===== config.mk =====
export PLATFORM = sky130hd
export DESIGN_NAME = cbsb_core
export DESIGN_NICKNAME = d
export VERILOG_FILES = /design/src/logic/cbsb_pkg.sv /design/src/logic/cbsb_core.sv
export SDC_FILE = /design/constraint.sdc
export NUM_CORES = 1
export LEC_CHECK = 0
export BUFFER_PORTS_ARGS = -buffer_cell sky130_fd_sc_hd__buf_2
export CORE_MARGIN = 2
export CORE_UTILIZATION = 40
export DETAILED_ROUTE_END_ITERATION = 12
export PLACE_DENSITY = 0.72
export SYNTH_ARGS = -nofsm -noshare
export SYNTH_HDL_FRONTEND = slang
export SYNTH_SLANG_ARGS = --single-unit

===== constraint.sdc =====
create_clock -name clock_i -period 3.59 [get_ports clock_i]
set_clock_uncertainty 0.2 [all_clocks]
set_input_delay 0 -clock clock_i [delete_from_list [all_inputs] [get_ports clock_i]]
set_output_delay 0 -clock clock_i [all_outputs]
set_load 0.005 [all_outputs]

===== src/logic/cbsb_pkg.sv =====
`default_nettype none
package cbsb_pkg;
    // Operations handled by this execution group
    typedef enum logic [4:0] {
        CBSB_NOP, CBSB_COMPARE_JUMP_NOT_EQUAL_REG, CBSB_COMPARE_JUMP_NOT_EQUAL_IND, CBSB_DECREMENT_JUMP_NOT_ZERO_REG,
        CBSB_DECREMENT_JUMP_NOT_ZERO_DIR, CBSB_PUSH, CBSB_POP, CBSB_MOV_C_BIT,
        CBSB_MOV_BIT_C, CBSB_CLR_C, CBSB_CLR_BIT, CBSB_SET_BIT_OP_C,
        CBSB_SET_BIT_OP_BIT, CBSB_CPL_C, CBSB_CPL_BIT, CBSB_ANL_C_NBIT,
        CBSB_ORL_C_BIT, CBSB_ORL_C_NBIT
    } cbsb_op_t;

    // Decoded request with operand values fetched by the core
    typedef struct packed {
        cbsb_op_t op;       // Operation
        logic [7:0] val;    // Register, byte or stacked byte value
        logic [7:0] imm;    // Immediate operand
        logic [7:0] rel;    // Signed branch offset
        logic [7:0] addr;   // Register, direct or bit address
        logic bitv;         // Current value of addressed bit
    } cbsb_req_t;

    // Write-back request towards data or bit space
    typedef struct packed {
        logic we;           // One-cycle write strobe
        logic is_bit;       // Bit write, data[0] carries the bit
        logic [7:0] addr;   // Target address
        logic [7:0] data;   // Write data
    } cbsb_wr_t;

    localparam logic [15:0] CBSB_PC_RST = 16'h0000;
    localparam logic [7:0] CBSB_SP_RST = 8'h07;
    localparam logic CBSB_CY_RST = 1'b0;
    localparam logic [1:0] CBSB_B1 = 2'h1;  // One byte
    localparam logic [1:0] CBSB_B2 = 2'h2;  // Two bytes
    localparam logic [1:0] CBSB_B3 = 2'h3;  // Three bytes
    localparam logic [1:0] CBSB_C1 = 2'h1;  // One cycle
    localparam logic [1:0] CBSB_C2 = 2'h2;  // Two cycles

    // Encoded length in bytes
    function automatic logic [1:0] cbsb_len(input cbsb_op_t op);
        case (op)
            CBSB_NOP, CBSB_CLR_C, CBSB_SET_BIT_OP_C, CBSB_CPL_C: return CBSB_B1;
            CBSB_COMPARE_JUMP_NOT_EQUAL_REG, CBSB_COMPARE_JUMP_NOT_EQUAL_IND, CBSB_DECREMENT_JUMP_NOT_ZERO_DIR: return CBSB_B3;
            default: return CBSB_B2;
        endcase
    endfunction : cbsb_len

    // Execution time in machine cycles
    function automatic logic [1:0] cbsb_cyc(input cbsb_op_t op);
        case (op)
            CBSB_NOP, CBSB_CLR_C, CBSB_SET_BIT_OP_C, CBSB_CPL_C,
            CBSB_COMPARE_JUMP_NOT_EQUAL_REG, CBSB_DECREMENT_JUMP_NOT_ZERO_REG: return CBSB_C1;
            default: return CBSB_C2;
        endcase
    endfunction : cbsb_cyc
endpackage : cbsb_pkg
`default_nettype wire

===== src/logic/cbsb_core.sv =====
`timescale 1ns/1ns
`default_nettype none
module cbsb_core import cbsb_pkg::*; (
    input wire logic clock_i,          // 100 MHz system clock
    input wire logic rst_i,            // Async reset, active high
    input wire logic req_valid_i,      // Request offered
    input wire cbsb_req_t req_i,       // Decoded request
    output logic ready_o,              // Ready to take a request
    output logic done_o,               // Instruction retired pulse
    output logic [15:0] pc_o,          // program_counter
    output logic carry_o,              // carry_flag
    output logic [7:0] sp_o,           // stack_pointer
    output var cbsb_wr_t wr_o          // Write-back strobe and data
);
    // Gray-coded sequencer states
    typedef enum logic [1:0] {CBSB_IDLE = 2'b00, CBSB_WAIT = 2'b01} cbsb_st_t;

    cbsb_st_t state;                   // Sequencer state
    logic acc;                         // Request taken this cycle
    logic [15:0] next_pc;              // Program counter after op
    logic next_cy;                     // Carry after op
    logic [7:0] next_sp;               // Stack pointer after op
    cbsb_wr_t next_wr;                 // Write-back of op
    logic [15:0] pend_pc;              // Held results for slow ops
    logic pend_cy;
    logic [7:0] pend_sp;
    cbsb_wr_t pend_wr;

    assign acc = req_valid_i && ready_o;

    // Operation semantics, from the offered request and the current pc_o, carry_o and sp_o
    always_comb begin
        logic [15:0] adv;
        logic [15:0] tgt;
        logic [7:0] dec;
        adv = pc_o + {14'h0000, cbsb_len(req_i.op)};
        tgt = adv + {{8{req_i.rel[7]}}, req_i.rel};
        dec = req_i.val - 8'h01;
        next_pc = adv;
        next_cy = carry_o;
        next_sp = sp_o;
        next_wr = '0;
        case (req_i.op)
            CBSB_COMPARE_JUMP_NOT_EQUAL_REG, CBSB_COMPARE_JUMP_NOT_EQUAL_IND: begin
                // Carry tracks an unsigned below, else cleared
                next_cy = req_i.val < req_i.imm;
                if (req_i.val != req_i.imm) begin
                    next_pc = tgt;
                end
            end
            CBSB_DECREMENT_JUMP_NOT_ZERO_REG, CBSB_DECREMENT_JUMP_NOT_ZERO_DIR: begin
                // Flags untouched, byte rewritten in place
                next_wr = '{we: 1'b1, is_bit: 1'b0, addr: req_i.addr,
                            data: dec};
                if (dec != 8'h00) begin
                    next_pc = tgt;
                end
            end
            CBSB_PUSH: begin
                next_sp = sp_o + 8'h01;
                next_wr = '{we: 1'b1, is_bit: 1'b0, addr: next_sp,
                            data: req_i.val};
            end
            CBSB_POP: begin
                // val is the byte the core read at the stack pointer
                next_wr = '{we: 1'b1, is_bit: 1'b0, addr: req_i.addr,
                            data: req_i.val};
                next_sp = sp_o - 8'h01;
            end
            CBSB_MOV_C_BIT: next_cy = req_i.bitv;
            CBSB_MOV_BIT_C: begin
                next_wr = '{we: 1'b1, is_bit: 1'b1, addr: req_i.addr,
                            data: {7'h00, carry_o}};
            end
            CBSB_CLR_C: next_cy = 1'b0;
            CBSB_CLR_BIT: begin
                next_wr = '{we: 1'b1, is_bit: 1'b1, addr: req_i.addr,
                            data: 8'h00};
            end
            CBSB_SET_BIT_OP_C: next_cy = 1'b1;
            CBSB_SET_BIT_OP_BIT: begin
                next_wr = '{we: 1'b1, is_bit: 1'b1, addr: req_i.addr,
                            data: 8'h01};
            end
            CBSB_CPL_C: next_cy = ~carry_o;
            CBSB_CPL_BIT: begin
                next_wr = '{we: 1'b1, is_bit: 1'b1, addr: req_i.addr,
                            data: {7'h00, ~req_i.bitv}};
            end
            CBSB_ANL_C_NBIT: next_cy = carry_o & ~req_i.bitv;
            CBSB_ORL_C_BIT: next_cy = carry_o | req_i.bitv;
            CBSB_ORL_C_NBIT: next_cy = carry_o | ~req_i.bitv;
            default: begin
                // Empty operation: counter step only
            end
        endcase
    end

    // Sequencer; two-cycle ops hold results one extra cycle
    always_ff @(posedge clock_i or posedge rst_i) begin
        if (rst_i) begin
            state <= CBSB_IDLE;
            ready_o <= 1'b0;
        end else if (state == CBSB_IDLE && acc
                     && cbsb_cyc(req_i.op) == CBSB_C2) begin
            state <= CBSB_WAIT;
            ready_o <= 1'b0;
        end else begin
            state <= CBSB_IDLE;
            ready_o <= 1'b1;
        end
    end

    // Held results for the two-cycle path
    always_ff @(posedge clock_i or posedge rst_i) begin
        if (rst_i) begin
            pend_pc <= CBSB_PC_RST;
            pend_cy <= CBSB_CY_RST;
            pend_sp <= CBSB_SP_RST;
            pend_wr <= '0;
        end else if (acc) begin
            pend_pc <= next_pc;
            pend_cy <= next_cy;
            pend_sp <= next_sp;
            pend_wr <= next_wr;
        end
    end

    // Architectural state and retire outputs
    always_ff @(posedge clock_i or posedge rst_i) begin
        if (rst_i) begin
            pc_o <= CBSB_PC_RST;
            carry_o <= CBSB_CY_RST;
            sp_o <= CBSB_SP_RST;
            wr_o <= '0;
            done_o <= 1'b0;
        end else if (acc && cbsb_cyc(req_i.op) == CBSB_C1) begin
            pc_o <= next_pc;
            carry_o <= next_cy;
            sp_o <= next_sp;
            wr_o <= next_wr;
            done_o <= 1'b1;
        end else if (state == CBSB_WAIT) begin
            pc_o <= pend_pc;
            carry_o <= pend_cy;
            sp_o <= pend_sp;
            wr_o <= pend_wr;
            done_o <= 1'b1;
        end else begin
            wr_o <= '0;
            done_o <= 1'b0;
        end
    end
endmodule : cbsb_core
`default_nettype wire


==> impl_metrics.json <==
{
  "synth-edff-count": 0,
  "place_area_sq_mm": 0.00683,
  "grt_max_degree": 82,
  "synth-async-reset-ratio": 1.00,
  "grt_pass1_vias": 5162,
  "root_buffer": "clkbuf_16",
  "crit_start": "pc_o[0]",
  "crit_end": "pend_pc[15]",
  "synthAdderAreaFrac": 0.0735,
  "synth-seq-cells": 89,
  "reg2reg_to": "pend_pc[15]",
  "synth-simple-area-share": 0.201,
  "reg2reg_slack_ns": 0.04,
  "drt-total-wl_um": 15900,
  "avgSynthCellArea_sq_um": 8.50,
  "port_buffers": 85,
  "min_path_type": "input pin to flip-flop",
  "final_util": 0.528,
  "detail_route.wl_per_cell_um": 15.6,
  "slew_headroom": 0.413,
  "fin_area_sq_mm": 0.00759,
  "numCtsBuffers": 9,
  "synth_nets": 759,
  "antenna_found_initial": 0,
  "multiInputGateArea_sq_mm": 0.00351,
  "clockBufferDepth": 2,
  "fp.dieArea_sq_mm": 0.0155,
  "drc": 0,
  "first_pass_iters": 5,
  "io_pins": 86,
  "core_sq_mm": 0.0144,
  "cts_max_level": 3,
  "critical_path_required_ns": 3.59,
  "slowest_delay_ns": 0.42,
  "setup-violations-final": 0,
  "synth_xor_area_frac": 0.0617,
  "critPathCaptureType": "flip-flop",
  "clk-insertion-delay-late_ns": 0.35,
  "synth.mux.area_fraction": 0.0299,
  "clk_pin_slew_ns": 0.07,
  "ff_latch_area_sq_mm": 0.00224,
  "synth_top_flop_cell": "dfrtp_1",
  "n_antenna_cell": 0,
  "max_freq_mhz": 282,
  "status": "finished, final reports clean",
  "place.gp.congestion": 0.901,
  "drt_iter0_drc": 362,
  "slowest_stage": "fa_2",
  "dp_worst_setup_slack_ns": -0.290,
  "fin_crit_ns": 3.55,
  "worst-slew-pin-transition_ns": 0.879,
  "timing.hold.ws_ns": 0.0312,
  "fin_ws_ns": 0.0450,
  "cts_tree": "yes",
  "rsz0062_at_grt": "true",
  "cap_violations": 0,
  "fp.dieW_um": 125,
  "synth_cell_type_count": 61,
  "synth_top_family_by_area": "compound AO/OA/AOI/OAI gates",
  "place_hpwl_um": 10800,
  "p_leak_uw": 0.00361,
  "ys_warn_count": 0,
  "area.growth.synth_to_final_pct": 30.3,
  "rr_worst_depth": 15,
  "path_max_fanout": 3,
  "final-hold-violation-count": 0,
  "start_kind": "flip-flop",
  "worstHoldStart": "req_i[37]",
  "critPathKind": "flip-flop to flip-flop",
  "track_usage": 0.201,
  "synth-compound-area-share": 0.204,
  "drtAntennaViolNets": 0,
  "row_count": 44,
  "ir_drop_mv": 0.318,
  "mappedNetlistArea_sq_mm": 0.00582,
  "die_h_um": 125,
  "nets": 904,
  "clkSinkCount": 89,
  "grt_overflow_total": 0,
  "drive_gt1_frac": 0.261,
  "avgViaCountPerCell": 5.36,
  "grt_pass1_wl_um": 25800,
  "reg2reg_from": "pc_o[0]",
  "power_density_mw_per_mm2": 685,
  "slew_violations": 0,
  "arrival_ns": 3.55,
  "seq_area_frac_synth": 0.384,
  "start_util": 0.405,
  "period_share": 0.987,
  "netlist_instances": 685,
  "worstPathCellList": "ha_2, inv_2, fa_2, nor3_4, buf_4, nand2_1, xnor2_2, ha_1, and3_1, and2_1, nand2_1, o21ai_1, a311oi_2, and3_1, o31ai_2",
  "vias": 5461,
  "fill_cells": 1300,
  "hold_path_depth": 4
}
==> placed cells by master, fill, tap and decap left out, drive strengths merged, types with 7 or more instances in the layout <==
cell type,n
a211oi,20
a21o,8
a21oi,52
a22oi,9
and3,7
buf,154
clkbuf,10
dfrtp,83
dlygate4sd3,21
ha,31
inv,26
mux2i,14
nand2,87
nand2b,7
nand3,31
nor2,44
nor2b,18
nor3,9
o21ai,77
xnor2,18
xor2,23
==> worst min-delay path by stage <==
stage	end	slack (ns)
after global placement	pend_pc[2]	-0.005
after detailed placement	pend_pc[2]	0.01
after CTS	wr_o[7]	0.01
final	wr_o[7]	0.03
after floorplan	pend_wr[6]	0.003
after global routing	wr_o[7]	0.05
==> per-layer routing <==
metal	up-vias	part of all wire	wire [um]	track usage
met4	0	0.0086	137	0.0430
met1	2609	0.46	7360	0.275
met5	-	0	0	0
met2	125	0.49	7690	0.330
met3	11	0.042	666	0.0395
li1	2716	-	-	-
==> stage by stage <==
step | TNS (ns) | total power [uW] | cells
global placement | -1.71 | 3850 | 976
detailed placement | -2.79 | 3900 | 976
floorplan | 0 | 2970 | 685
global route | -0.378 | 5580 | 1019
CTS | 0 | 4970 | 1013
finish | 0 | 5200 | 1019
==> state kept, by name, summed over array words and instances (netlist names) <==
signal   flops
carry_o      1
pend_cy      1
sp_o         8
ready_o      1
pc_o        16
done_o       1
wr_o        18
pend_sp      8
pend_wr     18
state        1
pend_pc     16
==> cell type report <==
cell class,instances,area share
Multi-Input combinational cell,530,0.463
Tap cell,184,0.0303
Sequential cell,89,0.295
Inverter,25,0.0125
Timing Repair Buffer,175,0.157
Clock inverter,6,0.0119
Clock buffer,10,0.0302
==> worst max-delay path: cells and delay by family, from the launching register on <==
| kind | cells | cell delay (ns) |
|---|---|---|
| and+or+nand+nor | 6 | 1.06 |
| adders and majority gates | 3 | 0.94 |
| AOI/OAI and AO/OA | 3 | 0.46 |
| DFF | 1 | 0.37 |
| buffers and inverters | 2 | 0.20 |
| xor gates and xnor gates | 1 | 0.16 |
==> kinds of logic (layout without fill, tap and decap cells) <==
| kind of cell | Yosys count | in the layout |
|---|---|---|
| multiplexers | 17 | 17 |
| adder cells (fa/ha/maj) | 33 | 33 |
| AND/OR/NAND/NOR | 241 | 241 |
| buffers and inverters | 66 | 216 |
| flip-flops | 89 | 89 |
| XOR/XNOR | 41 | 41 |
| AO/OA/AOI/OAI | 198 | 198 |
==> cell usage after synthesis (2+ instances only) <==
library cell	instances	area share
nand3_1	31	0.027
o21a_1	3	0.0039
fa_1	2	0.0069
o21ai_0	76	0.065
dfstp_2	6	0.027
o211ai_1	3	0.0039
nor2_1	43	0.028
o31ai_1	4	0.0052
a21oi_1	52	0.045
and2_1	2	0.0021
a22oi_1	9	0.012
nor4_1	4	0.0043
xor2_1	23	0.035
mux2i_1	14	0.024
nor2b_1	18	0.019
nand2_1	87	0.056
mux2_2	3	0.0058
a21o_1	8	0.010
clkbuf_1	32	0.021
inv_1	25	0.016
nand4_1	4	0.0043
and4_1	3	0.0045
o2111ai_1	2	0.0030
nand2b_1	7	0.0075
or2_2	3	0.0032
nand3b_1	4	0.0052
a31oi_1	4	0.0043
dfrtp_1	83	0.36
xnor2_1	18	0.027
nor3b_1	5	0.0064
and3b_1	2	0.0030
buf_6	2	0.0039
ha_1	31	0.067
buf_1	3	0.0019
or3_1	5	0.0054
buf_2	4	0.0034
and3_1	7	0.0075
or3b_2	2	0.0030
o21bai_1	2	0.0026
a211oi_1	19	0.024
nor3_1	9	0.0077
a211o_1	2	0.0030
==> repair_timing <==
item | in CTS | in global routing
hold buffers | 21 | 0
endpoints found under the hold margin | 81 | 0
resized for setup | 0 | 37
buffers inserted | 0 | 6
setup endpoints to repair | 0 | 15
==> where the power goes <==
part | total, uW | switching, uW | internal [uW]
Combinational | 2510 | 1240 | 1270
Sequential | 1660 | 354 | 1310
Clock | 1030 | 418 | 615
Note: power is estimated with default switching activity, not from simulation.
